===== src/include/pmc_cfg.svh =====
// Purpose: Constants for the PHY management control block
// Assumes: 40 MHz system clock
// Notes:   Times in microseconds
`ifndef PMC_CFG_SVH
`define PMC_CFG_SVH

`define PMC_CLK_MHZ        40
`define PMC_ACCESS_WAIT_US 1000
`define PMC_SLEEP_T1_US    1040000
`define PMC_SLEEP_T2_US    2040000
`define PMC_SLEEP_T3_US    3040000
`define PMC_SRST_CYCLES    5'h10
`define PMC_PREAMBLE_MIN   6'h20

`define PMC_REG_CTRL       5'h00
`define PMC_REG_STAT       5'h01
`define PMC_REG_ADV        5'h04
`define PMC_REG_CFG        5'h10
`define PMC_REG_IEN        5'h12
`define PMC_REG_ISTAT      5'h13
`define PMC_REG_DRV        5'h1a

`define PMC_CTRL_RESET     15
`define PMC_CTRL_SPEED     13
`define PMC_CTRL_ANEN      12
`define PMC_CTRL_PDOWN     11
`define PMC_CTRL_FDX       8
`define PMC_CFG_SLEEP      6
`define PMC_CFG_FIBER      0
`define PMC_IEN_ENABLE     1
`define PMC_EV_LSB         4
`define PMC_DRV_STRONG     11
`define PMC_STAT_LINK      2
`define PMC_STAT_AN_DONE   5

`define PMC_STAT_ABILITY   16'h7808
`define PMC_CFG_RESET      16'h0000
`define PMC_IEN_RESET      16'h0000
`define PMC_DRV_RESET      16'h0000
`define PMC_ADV_SELECTOR   16'h0001

`define PMC_WB_LINE        4'h0
`define PMC_WB_STATE       4'h4

`endif


===== src/include/pmc_pkg.sv =====
// Purpose: Types for the PHY management control block
// Assumes: Constants come from pmc_cfg.svh
// Notes:   Types only
package pmc_pkg;

    typedef struct packed {
        logic energy;
        logic an_done;
        logic full_duplex;
        logic speed100;
        logic link_up;
    } pmc_line_t;

    typedef enum logic [1:0] {
        FR_PREAMBLE,
        FR_HEADER,
        FR_TURN,
        FR_DATA
    } pmc_frame_t;

    typedef enum logic [1:0] {
        SL_AWAKE,
        SL_ASLEEP,
        SL_CHECK
    } pmc_sleep_t;

endpackage


===== src/verilog/pmc_phy_mgmt.sv =====
// Purpose: Registers, management slave, interrupt, power and sleep
// Assumes: mdc well below clock_i / 4; pins are asynchronous to clock_i
// Notes:   Line status comes from a Wishbone register
//
// Chosen here: the Wishbone interface to the registers and the register addresses.
`timescale 1ns/1ps
`include "pmc_cfg.svh"

// Notes on behaviour
// - Sixteen-bit registers, numbered 0 to 31
// - Disable pin high: refuse access, straps rule
// - Answer only frames matching address pins
// - Interrupt pin driven only when 18.1 set
// - Interrupt on negotiation, speed, duplex, link change
// - Causes in register 19, enables in 18
// - Bit 26.11 selects strong data-port drive
// - After reset or link loss, use registers
// - Software mode: straps give defaults, then writes
// - Hardware mode: block writes, straps set registers
// - Forced mode runs at once, else negotiate
// - Power-down pin: stop, tristate, refuse access
// - Bit 0.11 stops port, registers stay accessible
// - Sleep pin enables sleep; 16.6 overrides managed
// - Sleep after 1-3 s without energy
// - Management stays alive during sleep
// - Energy wakes; no link in period, resleep
// - No sleep while fiber selected
// - Bit 0.15 soft reset restores latched advertisement
// - Readable during soft reset; 0.15 self-clears
// - Straps sampled at reset; access after 1 ms
module pmc_phy_mgmt #(
    parameter int ACCESS_WAIT_CYC = `PMC_ACCESS_WAIT_US * `PMC_CLK_MHZ,
    parameter int SLEEP_T1_CYC    = `PMC_SLEEP_T1_US * `PMC_CLK_MHZ,
    parameter int SLEEP_T2_CYC    = `PMC_SLEEP_T2_US * `PMC_CLK_MHZ,
    parameter int SLEEP_T3_CYC    = `PMC_SLEEP_T3_US * `PMC_CLK_MHZ
) (
    input  wire logic        clock_i,                  // 40 MHz
    input  wire logic        sys_rst_i,                // Sync, high
    input  wire logic        wb_cyc_i,                 // Wishbone cycle
    input  wire logic        wb_stb_i,                 // Wishbone strobe
    input  wire logic        wb_we_i,                  // Write
    input  wire logic [3:0]  wb_adr_i,                 // Byte address
    input  wire logic [3:0]  wb_sel_i,                 // Byte lanes
    input  wire logic [31:0] wb_dat_i,                 // Write data
    output logic      [31:0] wb_dat_o,                 // Read data
    output logic             wb_ack_o,                 // Acknowledge
    input  wire logic        mdc_i,                    // Mgmt clock pin
    input  wire logic        mdio_i,                   // Mgmt data in
    output logic             mdio_o,                   // Mgmt data out
    output logic             mdio_oe_n_o,              // Low drives
    input  wire logic [4:0]  phy_address_i,            // Address pins
    input  wire logic        management_disable_pin_i, // High: hw mode
    input  wire logic        hard_power_down_pin_i,    // High: off
    input  wire logic        sleep_pin_i,              // Sleep enable
    input  wire logic [2:0]  strap_cfg_i,              // Config straps
    output logic             interrupt_request_n_o,    // Active low
    output logic             interrupt_request_oe_n_o, // Low drives
    output logic             mii_strong_drive_o,       // Strong drive
    output logic             outputs_tristate_o,       // All pads off
    output logic             pull_disable_o,           // Weak pulls off
    output logic             port_shutdown_o,          // Port stopped
    output logic             an_enable_o,              // Negotiate
    output logic             speed100_o,               // Forced 100
    output logic             full_duplex_o,            // Forced full
    output logic      [3:0]  advertise_o,              // Ability bits
    output logic             link_start_o,             // Start pulse
    output logic             fiber_o,                  // Fiber mode
    output logic             sleeping_o                // In sleep
);

    // Pin synchronisers: first stage is read only by the second
    logic [12:0] sync1;
    logic [12:0] sync2;
    logic        mdc_d, mdc_s, mdio_s, mdis_s, hpd_s, sleep_s;
    logic [4:0]  addr_s;
    logic [2:0]  strap_s;
    assign {strap_s, sleep_s, hpd_s, mdis_s, addr_s, mdio_s, mdc_s} = sync2;

    always_ff @(posedge clock_i) begin
        if (sys_rst_i) begin
            sync1 <= '0;
            sync2 <= '0;
            mdc_d <= 1'b0;
        end else begin
            sync1 <= {strap_cfg_i, sleep_pin_i, hard_power_down_pin_i,
                      management_disable_pin_i, phy_address_i,
                      mdio_i, mdc_i};
            sync2 <= sync1;
            mdc_d <= mdc_s;
        end
    end

    // Mdc stays at or below 8 MHz, so each edge is seen
    logic mdc_rise;
    assign mdc_rise = mdc_s & ~mdc_d;

    // Access window and strap capture after reset
    logic [15:0] acc_cnt, next_acc_cnt;
    logic        ready, strap_load;
    assign ready      = (acc_cnt == 16'(ACCESS_WAIT_CYC));
    assign strap_load = (acc_cnt == 16'h0003);

    always_comb begin
        next_acc_cnt = ready ? acc_cnt : acc_cnt + 16'h0001;
    end

    always_ff @(posedge clock_i) begin
        if (sys_rst_i) acc_cnt <= '0;
        else           acc_cnt <= next_acc_cnt;
    end

    // Wishbone slave: line status and state readback
    pmc_pkg::pmc_line_t line, next_line, line_d;
    logic        next_ack;
    logic [31:0] next_wb_dat;
    logic [15:0] ctrl, adv, cfg, ien, ist, drv;
    logic [4:0]  sr_cnt;
    logic        sr_busy, access_ok;
    pmc_pkg::pmc_sleep_t sl_st;
    assign sr_busy = (sr_cnt != 5'h00);

    always_comb begin
        next_ack    = wb_cyc_i & wb_stb_i & ~wb_ack_o;
        next_line   = line;
        next_wb_dat = '0;
        if (next_ack) begin
            case (wb_adr_i)
                `PMC_WB_LINE: begin
                    if (wb_we_i && wb_sel_i[0])
                        next_line = pmc_pkg::pmc_line_t'(wb_dat_i[4:0]);
                    next_wb_dat = {27'h0, line};
                end
                `PMC_WB_STATE: begin
                    next_wb_dat = {25'h0, ~interrupt_request_n_o,
                                   mdis_s, ready, sr_busy,
                                   ctrl[`PMC_CTRL_PDOWN], hpd_s,
                                   sl_st == pmc_pkg::SL_ASLEEP};
                end
                default: next_wb_dat = '0;
            endcase
        end
    end

    always_ff @(posedge clock_i) begin
        if (sys_rst_i) begin
            wb_ack_o <= 1'b0;
            wb_dat_o <= '0;
            line     <= '0;
        end else begin
            wb_ack_o <= next_ack;
            wb_dat_o <= next_wb_dat;
            line     <= next_line;
        end
    end

    // Serial management frame engine
    pmc_pkg::pmc_frame_t fr_st, next_fr_st;
    logic [5:0]  ones, next_ones;
    logic [3:0]  bit_cnt, next_bit_cnt;
    logic [15:0] shreg, next_shreg;
    logic [4:0]  reg_a, next_reg_a;
    logic        is_read, next_is_read, hit, next_hit;
    logic        drive, next_drive, mdo, next_mdo;
    logic        wr_en, rd_ist;
    logic [15:0] wr_data, rdata;
    logic [12:0] hdr;

    assign access_ok = ~mdis_s & ~hpd_s & ready;
    assign hdr       = {shreg[11:0], mdio_s};

    always_comb begin
        case (reg_a)
            `PMC_REG_CTRL:  rdata = {sr_busy, ctrl[14:0]};
            `PMC_REG_STAT:  rdata = `PMC_STAT_ABILITY
                                  | (16'(line.link_up) << `PMC_STAT_LINK)
                                  | (16'(line.an_done) << `PMC_STAT_AN_DONE);
            `PMC_REG_ADV:   rdata = adv;
            `PMC_REG_CFG:   rdata = cfg;
            `PMC_REG_IEN:   rdata = ien;
            `PMC_REG_ISTAT: rdata = ist;
            `PMC_REG_DRV:   rdata = drv;
            default:        rdata = 16'h0000;
        endcase
    end

    always_comb begin
        next_fr_st   = fr_st;
        next_ones    = ones;
        next_bit_cnt = bit_cnt;
        next_shreg   = shreg;
        next_reg_a   = reg_a;
        next_is_read = is_read;
        next_hit     = hit;
        next_drive   = drive;
        next_mdo     = mdo;
        wr_en        = 1'b0;
        rd_ist       = 1'b0;
        wr_data      = {shreg[14:0], mdio_s};
        if (mdc_rise) begin
            case (fr_st)
                pmc_pkg::FR_PREAMBLE: begin
                    if (mdio_s) begin
                        if (ones != `PMC_PREAMBLE_MIN)
                            next_ones = ones + 6'h01;
                    end else begin
                        if (ones == `PMC_PREAMBLE_MIN) begin
                            next_fr_st   = pmc_pkg::FR_HEADER;
                            next_bit_cnt = '0;
                        end
                        next_ones = '0;
                    end
                end
                pmc_pkg::FR_HEADER: begin
                    next_shreg   = {shreg[14:0], mdio_s};
                    next_bit_cnt = bit_cnt + 4'h1;
                    if (bit_cnt == 4'hc) begin
                        next_bit_cnt = '0;
                        if (hdr[12] && (hdr[11:10] == 2'b10 ||
                                        hdr[11:10] == 2'b01)) begin
                            next_fr_st   = pmc_pkg::FR_TURN;
                            next_is_read = hdr[11];
                            next_reg_a   = hdr[4:0];
                            next_hit     = (hdr[9:5] == addr_s)
                                         & access_ok;
                        end else begin
                            next_fr_st = pmc_pkg::FR_PREAMBLE;
                        end
                    end
                end
                pmc_pkg::FR_TURN: begin
                    if (bit_cnt == 4'h0) begin
                        next_bit_cnt = 4'h1;
                        next_drive   = is_read & hit;
                        next_mdo     = 1'b0;
                    end else begin
                        next_fr_st   = pmc_pkg::FR_DATA;
                        next_bit_cnt = '0;
                        if (is_read && hit) begin
                            next_shreg = {rdata[14:0], 1'b0};
                            next_mdo   = rdata[15];
                            rd_ist     = (reg_a == `PMC_REG_ISTAT);
                        end
                    end
                end
                pmc_pkg::FR_DATA: begin
                    next_bit_cnt = bit_cnt + 4'h1;
                    if (is_read) begin
                        next_mdo   = shreg[15];
                        next_shreg = {shreg[14:0], 1'b0};
                    end else begin
                        next_shreg = {shreg[14:0], mdio_s};
                    end
                    if (bit_cnt == 4'hf) begin
                        next_fr_st = pmc_pkg::FR_PREAMBLE;
                        next_drive = 1'b0;
                        next_mdo   = 1'b0;
                        wr_en      = ~is_read & hit & access_ok;
                    end
                end
                default: next_fr_st = pmc_pkg::FR_PREAMBLE;
            endcase
        end
    end

    always_ff @(posedge clock_i) begin
        if (sys_rst_i) begin
            fr_st   <= pmc_pkg::FR_PREAMBLE;
            ones    <= '0;
            bit_cnt <= '0;
            shreg   <= '0;
            reg_a   <= '0;
            is_read <= 1'b0;
            hit     <= 1'b0;
            drive   <= 1'b0;
            mdo     <= 1'b0;
        end else begin
            fr_st   <= next_fr_st;
            ones    <= next_ones;
            bit_cnt <= next_bit_cnt;
            shreg   <= next_shreg;
            reg_a   <= next_reg_a;
            is_read <= next_is_read;
            hit     <= next_hit;
            drive   <= next_drive;
            mdo     <= next_mdo;
        end
    end

    // Management registers
    logic [15:0] next_ctrl, next_adv, next_cfg, next_ien, next_ist;
    logic [15:0] next_drv, ctrl_hw, adv_hw, next_ctrl_hw, next_adv_hw;
    logic [15:0] strap_ctrl, strap_adv;
    logic [4:0]  next_sr_cnt;
    logic [3:0]  ev;
    logic        next_start;

    // Straps are {an, speed, duplex}
    always_comb begin
        strap_ctrl = 16'h0000;
        strap_ctrl[`PMC_CTRL_ANEN]  = strap_s[2];
        strap_ctrl[`PMC_CTRL_SPEED] = strap_s[2] | strap_s[1];
        strap_ctrl[`PMC_CTRL_FDX]   = strap_s[2] ? (strap_s[0] | ~strap_s[1])
                                                 : strap_s[0];
        case (strap_s)
            3'b100:  strap_adv = `PMC_ADV_SELECTOR | 16'h0080;
            3'b101:  strap_adv = `PMC_ADV_SELECTOR | 16'h0180;
            3'b110:  strap_adv = `PMC_ADV_SELECTOR | 16'h00a0;
            default: strap_adv = `PMC_ADV_SELECTOR | 16'h01e0;
        endcase
    end

    assign ev = {line.link_up ^ line_d.link_up,
                 line.full_duplex ^ line_d.full_duplex,
                 line.speed100 ^ line_d.speed100,
                 line.an_done & ~line_d.an_done};

    always_comb begin
        next_ctrl    = ctrl;
        next_adv     = adv;
        next_cfg     = cfg;
        next_ien     = ien;
        next_drv     = drv;
        next_ctrl_hw = ctrl_hw;
        next_adv_hw  = adv_hw;
        next_sr_cnt  = sr_busy ? sr_cnt - 5'h01 : sr_cnt;
        next_start   = (sr_cnt == 5'h01)
                     | (line_d.link_up & ~line.link_up);
        // Clear on read first, so a same-cycle event still lands
        next_ist = (rd_ist ? 16'h0000 : ist)
                 | (16'(ev) << `PMC_EV_LSB);
        if (strap_load) begin
            next_ctrl    = strap_ctrl;
            next_adv     = strap_adv;
            next_ctrl_hw = strap_ctrl;
            next_adv_hw  = strap_adv;
            next_cfg[`PMC_CFG_SLEEP] = sleep_s;
            next_start   = 1'b1;
        end else if (mdis_s) begin
            next_ctrl = strap_ctrl;
            next_adv  = strap_adv;
        end else if (sr_busy) begin
            next_ctrl = ctrl_hw;
            next_adv  = adv_hw;
            next_cfg  = `PMC_CFG_RESET;
            next_ien  = `PMC_IEN_RESET;
            next_drv  = `PMC_DRV_RESET;
        end else if (wr_en) begin
            case (reg_a)
                `PMC_REG_CTRL: begin
                    next_ctrl = wr_data;
                    next_ctrl[`PMC_CTRL_RESET] = 1'b0;
                    if (wr_data[`PMC_CTRL_RESET])
                        next_sr_cnt = `PMC_SRST_CYCLES;
                    else
                        next_start = 1'b1;
                end
                `PMC_REG_ADV: next_adv = wr_data;
                `PMC_REG_CFG: next_cfg = wr_data;
                `PMC_REG_IEN: next_ien = wr_data;
                `PMC_REG_DRV: next_drv = wr_data;
                default:      next_ctrl = ctrl;
            endcase
        end
    end

    always_ff @(posedge clock_i) begin
        if (sys_rst_i) begin
            ctrl         <= 16'h0000;
            adv          <= `PMC_ADV_SELECTOR;
            cfg          <= `PMC_CFG_RESET;
            ien          <= `PMC_IEN_RESET;
            ist          <= 16'h0000;
            drv          <= `PMC_DRV_RESET;
            ctrl_hw      <= 16'h0000;
            adv_hw       <= `PMC_ADV_SELECTOR;
            sr_cnt       <= '0;
            line_d       <= '0;
            link_start_o <= 1'b0;
        end else begin
            ctrl         <= next_ctrl;
            adv          <= next_adv;
            cfg          <= next_cfg;
            ien          <= next_ien;
            ist          <= next_ist;
            drv          <= next_drv;
            ctrl_hw      <= next_ctrl_hw;
            adv_hw       <= next_adv_hw;
            sr_cnt       <= next_sr_cnt;
            line_d       <= line;
            link_start_o <= next_start;
        end
    end

    // Energy-detect sleep
    pmc_pkg::pmc_sleep_t next_sl_st;
    logic [26:0] sl_cnt, next_sl_cnt, sl_limit;
    logic        sleep_en;

    always_comb begin
        case (cfg[4:3])
            2'b01:   sl_limit = 27'(SLEEP_T2_CYC);
            2'b10, 2'b11: sl_limit = 27'(SLEEP_T1_CYC);
            default: sl_limit = 27'(SLEEP_T3_CYC);
        endcase
    end

    // Managed mode lets 16.6 stand in for the pin; fiber never sleeps
    assign sleep_en = (mdis_s ? sleep_s : cfg[`PMC_CFG_SLEEP])
                    & ~cfg[`PMC_CFG_FIBER];

    always_comb begin
        next_sl_st  = sl_st;
        next_sl_cnt = sl_cnt + 27'h1;
        case (sl_st)
            pmc_pkg::SL_AWAKE: begin
                if (!sleep_en || line.energy) begin
                    next_sl_cnt = '0;
                end else if (sl_cnt >= sl_limit) begin
                    next_sl_st  = pmc_pkg::SL_ASLEEP;
                    next_sl_cnt = '0;
                end
            end
            pmc_pkg::SL_ASLEEP: begin
                next_sl_cnt = '0;
                if (!sleep_en)
                    next_sl_st = pmc_pkg::SL_AWAKE;
                else if (line.energy)
                    next_sl_st = pmc_pkg::SL_CHECK;
            end
            pmc_pkg::SL_CHECK: begin
                if (!sleep_en || line.link_up) begin
                    next_sl_st  = pmc_pkg::SL_AWAKE;
                    next_sl_cnt = '0;
                end else if (sl_cnt >= sl_limit) begin
                    next_sl_st  = pmc_pkg::SL_ASLEEP;
                    next_sl_cnt = '0;
                end
            end
            default: begin
                next_sl_st  = pmc_pkg::SL_AWAKE;
                next_sl_cnt = '0;
            end
        endcase
    end

    always_ff @(posedge clock_i) begin
        if (sys_rst_i) begin
            sl_st  <= pmc_pkg::SL_AWAKE;
            sl_cnt <= '0;
        end else begin
            sl_st  <= next_sl_st;
            sl_cnt <= next_sl_cnt;
        end
    end

    // Outputs; sleep leaves the frame engine running
    assign sleeping_o  = (sl_st == pmc_pkg::SL_ASLEEP);
    assign mdio_o      = mdo;
    assign mdio_oe_n_o = ~drive | hpd_s | mdis_s;
    assign interrupt_request_n_o = ~(ien[`PMC_IEN_ENABLE]
                                   & |(ist & ien));
    assign interrupt_request_oe_n_o = ~ien[`PMC_IEN_ENABLE] | hpd_s;
    assign mii_strong_drive_o = drv[`PMC_DRV_STRONG];
    assign outputs_tristate_o = hpd_s;
    assign pull_disable_o     = hpd_s;
    assign port_shutdown_o    = hpd_s | ctrl[`PMC_CTRL_PDOWN]
                              | sleeping_o;
    assign an_enable_o   = ctrl[`PMC_CTRL_ANEN];
    assign speed100_o    = ctrl[`PMC_CTRL_SPEED];
    assign full_duplex_o = ctrl[`PMC_CTRL_FDX];
    assign advertise_o   = adv[8:5];
    assign fiber_o       = cfg[`PMC_CFG_FIBER];

endmodule


===== config.mk =====
export PLATFORM = sky130hd
export DESIGN_NAME = pmc_phy_mgmt
export DESIGN_NICKNAME = d
export VERILOG_FILES = /design/src/include/pmc_pkg.sv /design/src/verilog/pmc_phy_mgmt.sv
export VERILOG_INCLUDE_DIRS = /design/src /design/src/include
export SDC_FILE = /design/constraint.sdc
export NUM_CORES = 1
export LEC_CHECK = 0
export BUFFER_PORTS_ARGS = -buffer_cell sky130_fd_sc_hd__buf_2
export CAP_MARGIN = 0
export CELL_PAD_IN_SITES_DETAIL_PLACEMENT = 0
export CELL_PAD_IN_SITES_GLOBAL_PLACEMENT = 1
export CORE_ASPECT_RATIO = 1.25
export CORE_MARGIN = 2
export CORE_UTILIZATION = 41
export DETAILED_ROUTE_END_ITERATION = 8
export GPL_ROUTABILITY_DRIVEN = 0
export PLACE_DENSITY = 0.75
export REMOVE_ABC_BUFFERS = 1
export SLEW_MARGIN = 10
export SYNTH_ARGS = -nofsm -noshare
export SYNTH_HDL_FRONTEND = slang
export SYNTH_SLANG_ARGS = --single-unit
export TNS_END_PERCENT = 10

===== constraint.sdc =====
create_clock -name clock_i -period 2.6 [get_ports clock_i]
set_input_delay 0.26 -clock clock_i [delete_from_list [all_inputs] [get_ports clock_i]]
set_output_delay 0.26 -clock clock_i [all_outputs]
set_load 0.1 [all_outputs]

Word-level counts from Yosys, hierarchy flattened --
Cells that the tools add are included. Widths: inputs -> output; s select.
Word-level totals: latch bits 0, word-level logic and storage cells 255, memories kept 0, bits in writable memories 0, output and inout port bits 51, memory bits (read-only) 0, bits in registers 271
Cells by class: div/mod/pow operators 0, shifts and indexed selects 0, muxes and demuxes 84, multiply operators 0, add/sub/neg operators 5, bitwise gates (word level) 41, magnitude comparators 1, equal/unequal tests 41, reduce and logical (&&, ||, !) cells 45
Operators by type and width (number):
- $mux 16 | 17
- $pmux 16 s7 | 1
- $pmux 27 s2 | 2
- $mux 27 | 3
- $pmux 16 s3 | 1
- $mux 15 | 3
- $mux 5 | 7
- $mux 14 | 2
- $reduce_and 4->1 | 7
- $add 27x1->27 const B | 1
- $ge 27x27->1 | 1
- $pmux 9 s3 | 1
- $mux 1 | 24
- $mux 2 | 11
- $eq 5x5->1 const B | 4
- $add 16x1->16 const B | 1
- $and 16x16->16 | 1
- $eq 16x16->1 const B | 1
- $eq 16x2->1 const B | 1
- $ne 2x2->1 const B | 8
- $or 16x8->16 | 1
- $pmux 4 s4 | 1
- $reduce_or 16->1 | 1
- $or 15x6->15 | 1
- other kinds (41) | 116

Depth between registers and ports, before layout --
depth after elaboration 11, mapped depth 11

Worst setup path before layout --
No wires, ideal clock.
kind register -> register, start reg ist[5], end reg wb_dat_o[6], stages on the path, launching flop included 4, data arrival time 2.739 ns, library setup time 0.239 ns, path slack -0.379 ns, data required time 2.361 ns, path through dfxtp_1 > a22o_1 > o21ai_0 > nor3_1
On the way: word-level cells in the longest chain between the ends 4
Ends and longest elaborated chain:
- start: declaration | RTL line pmc_phy_mgmt.sv:116 | logic [15:0] ctrl, adv, cfg, ien, ist, drv;
- start signal: assignment | RTL line pmc_phy_mgmt.sv:384 | ist <= next_ist;
- $and 16x16->16 | RTL line pmc_phy_mgmt.sv:461 | & |(ist & ien));
- $reduce_or 16->1 | RTL line pmc_phy_mgmt.sv:461
- $and 1x1->1 | RTL line pmc_phy_mgmt.sv:460 | assign interrupt_request_n_o = ~(ien[`PMC_IEN_ENABLE]
- $pmux 7 s2 | RTL line pmc_phy_mgmt.sv:127 | case (wb_adr_i)
- end signal: assignment | RTL line pmc_phy_mgmt.sv:151 | wb_dat_o <= next_wb_dat;
- end: declaration | RTL line pmc_phy_mgmt.sv:45 | output logic [31:0] wb_dat_o,
No other way between the ends. A chain may end at the register's enable or synchronous reset.

Worst setup path in the final report --
start reg bit_cnt[1], end reg cfg[1]
On the way: word-level cells in the longest chain between the ends 6
Ends and longest elaborated chain:
- start: declaration | RTL line pmc_phy_mgmt.sv:159 | logic [3:0] bit_cnt, next_bit_cnt;
- start signal: assignment | RTL line pmc_phy_mgmt.sv:279 | bit_cnt <= next_bit_cnt;
- $eq 4x4->1 | RTL line pmc_phy_mgmt.sv:253 | if (bit_cnt == 4'hf) begin
- $mux 1 | RTL line pmc_phy_mgmt.sv:253
- $mux 1 | RTL line pmc_phy_mgmt.sv:200 | case (fr_st)
- $mux 1 | RTL line pmc_phy_mgmt.sv:199 | if (mdc_rise) begin
- $reduce_bool 2->1 (no line)
- $reduce_and 4->1 (no line)
- end signal: assignment | RTL line pmc_phy_mgmt.sv:370 | cfg <= `PMC_CFG_RESET;
- end signal: assignment | RTL line pmc_phy_mgmt.sv:382 | cfg <= next_cfg;
- end: declaration | RTL line pmc_phy_mgmt.sv:116
No other way between the ends.

==> metrics <==
status=complete, no violations; drt pass-1 iters=5; final wirelength=between 30,000 and 40,000 um; Net Sw Frac=0.322; sequential area share after synthesis=0.402; Core Footprint=~27,000 sq um; max-cap violation count=0; Max Slew Vio Count=0; n_diodes=0; area leader, netlist=dfxtp_1; fill count=~2,600; hold depth=2; Metal-1 WL=~13,000 um; Post-DP HPWL=about 21,000 um; R2R cell count=9; Sw Pwr=2.91 mW; Hold Startpoint=sys_rst_i; Seq pwr share=0.399; final core utilization=0.484; Die ar.=around 28,000 sq um; FF+latch count, synth=222; metal2 WL=~16,000 um; CP required=approximately 3100 ps; Worst Setup SP=bit_cnt[1]; final-report setup violation count=0; CTS H-tree lvls=1; Die Wd=151 um; RSZ-0062 raised after global routing=true; DP Cell Count=about 1,700; multi-input logic area=between 5000 and 6000 sq um; Starting Density=0.414; antenna violations before repair=0; Synth Instances=1,306; # port buffers=53; Storage cell area=about 4500 sq um; mean area per synthesized cell=~8.5 sq um; P&R area growth vs syn=16.7%; clk slew on worst S/H paths=roughly 60 ps; CP Class=reg2reg; DR DRC count=0; CTS tree=yes; top cells by area, synth=dfxtp_1, nand2_1, nand3_1; met3 WL post-DR=1590 um; first-pass GRT wire length=between 50,000 and 60,000 um; clk buf depth=3; Top Metal Used=met4; First DRT Iteration DRCs=566; cell area after synthesis=about 11,000 sq um; Max FO, Critical Path=7; Avg Vias per Cell=about 5.6; count of cell types in the netlist=70; PD cells=between 600 and 700 nW/um^2; worst r2r src=bit_cnt[1]; crit end category=flip-flop; worst hold path type=in2reg; FP Rows=67; GRT Resource Usage Total=0.224; peak supply drop=0.000443 V; grt ovf=0; Via Count=slightly below 10,000; Rel. slew slack=0.330; Max Freq=approximately 0.40 GHz; number of global-route vias before repair=approximately 9,400; post-route ant nets=0; nets=about 1,500; Clk network pwr share=0.395; Post-synth ARST share=0; layout cells sized above 1=0.172; die height=188 um; Synth top area share=0.402; Hold Slack=between 30 and 40 ps; routed len/inst=roughly 18 um; CTS Root Buffer Type=clkbuf_16; Lkg Pwr=roughly 4.7 nW; Final Skew=around 22 ps; crit start category=flip-flop; Worst EP arrival=about 3000 ps; Most used DFF post-synth=dfxtp_1; ratio of final minimum period to clock period=0.966; Internal=around 6.1 mW; YS warnings=0; Finished Layout Cells=between 1,500 and 2,000; Worst Max-Slew Pin Slew=roughly 1000 ps; largest net degree at the start of global routing=between 100 and 150; Clk Latency, worst-skew pair=530 ps; I/O pin count=between 100 and 150; Period minus WS final=~2500 ps; Hold Vio Cnt, Final=0; CTS buffer count=25; Combinational Power Share=0.205; CTS sink count=222; number of enable flip-flop cells after synthesis=0; Power, Total=roughly 9 mW
[worst max-delay path: stages, from the launching register on]
cell,delay (ps)
dfxtp_4,370
ha_4,150
nand4_1,100
buf_6,160
or4_4,580
buf_6,150
nor4_4,420
buf_4,230
nand4_1,120
a21oi_2,160
[Yosys cell counts (17+ instances only)]
cell,count
a21oi_1,88
a311oi_1,18
buf_4,33
clkbuf_1,71
dfxtp_1,222
ha_1,21
inv_1,31
mux2i_1,40
nand2_1,148
nand3_1,99
nand3_2,20
nand4_1,47
nor2_1,96
nor2b_1,38
nor3_1,38
nor4_1,18
o21ai_0,22
xnor2_1,17
xor2_1,35
[power by group through the flow]
stage / logic, mW / registers, mW / clock network, mW
CTS: 1.84 / 3.60 / 3.64
global route: 1.95 / 3.61 / 3.77
detailed placement: 1.81 / 3.67 / 0
finish: 1.85 / 3.60 / 3.56
floorplan: 0.904 / 3.89 / 0
global placement: 1.81 / 3.67 / 0
[cell type report]
class / instances / area share
multi-input combinational: 947 / 0.458
sequential: 222 / 0.345
timing repair buffer: 156 / 0.0897
clock buffer: 32 / 0.0544
tap: 345 / 0.0335
clock inverter: 13 / 0.00961
inverter: 32 / 0.00931
[per-layer routing]
layer	vias up	GRT usage
met5	-	0
met1	4710	0.293
li1	4747	-
met2	268	0.387
met3	52	0.0224
met4	0	0.0665
[placed cells by master, fill, tap and decap left out, types with 5 or more instances in the layout]
| master | instances |
|---|---|
| xnor2_1 | 17 |
| nor3_1 | 37 |
| nand4_1 | 47 |
| o211ai_1 | 10 |
| a221o_1 | 14 |
| a32oi_1 | 6 |
| inv_1 | 31 |
| a21oi_1 | 87 |
| mux2i_1 | 40 |
| o21ai_0 | 22 |
| dfxtp_1 | 220 |
| conb_1 | 25 |
| clkbuf_8 | 5 |
| clkbuf_16 | 25 |
| or4b_2 | 5 |
| and4_1 | 12 |
| nand3_1 | 99 |
| nand3_2 | 20 |
| a21o_1 | 5 |
| o22ai_1 | 8 |
| buf_2 | 52 |
| or4_1 | 8 |
| mux2_2 | 11 |
| a311oi_1 | 18 |
| nor2b_1 | 38 |
| nor4_1 | 18 |
| clkinv_2 | 8 |
| a21oi_2 | 9 |
| or3_1 | 7 |
| and3_1 | 6 |
| dlygate4sd3_1 | 20 |
| nand2_1 | 148 |
| buf_4 | 76 |
| nor2_1 | 95 |
| ha_1 | 20 |
| xor2_1 | 35 |
| a32o_1 | 6 |
| nand2b_1 | 12 |
[per-stage QoR]
stage	setup WS (ps)	TNS, ps	instance area [sq um]
after global placement	104	0	11800
after CTS	77.8	0	12800
after floorplan	-1870	-90000	10400
after global routing	-25.6	-31.1	12900
final	89.2	0	12900
after detailed placement	86.4	0	11800
[registers in the layout (all words and copies together), names as in the netlist, 5 cells and up, named ones only]
name      cells
sl_cnt       27
acc_cnt      16
adv          16
cfg          16
drv          16
ien          16
shreg        16
ctrl         15
sync1        13
sync2        13
wb_dat_o      7
ones          6
line          5
reg_a         5
sr_cnt        5
[what timing repair did]
| item | in CTS | in global routing |
|---|---|---|
| hold buffers | 20 | 0 |
| endpoints found under the hold margin | 19 | 0 |
| setup buffers | 0 | 1 |
| endpoints found under the setup margin | 0 | 13 |
| gates resized for setup | 0 | 13 |
[final timing paths]
path              slack [ps]  endpoint
setup / recovery          90    cfg[1]
hold / removal            40    cfg[4]
setup reg to reg          90    cfg[1]
hold reg to reg          430  sync2[5]
[cell families after synthesis]
| kind of cell | synth area share |
|---|---|
| AND/OR/NAND/NOR | 0.281 |
| flip-flops | 0.402 |
| AO/OA/AOI/OAI | 0.128 |
| buffers and inverters | 0.0752 |
| XOR/XNOR | 0.0412 |
| multiplexers | 0.0475 |
| adder cells (fa/ha/maj) | 0.0247 |
| other | 0.000339 |
No activity file was read; power rests on OpenSTA's default activity.
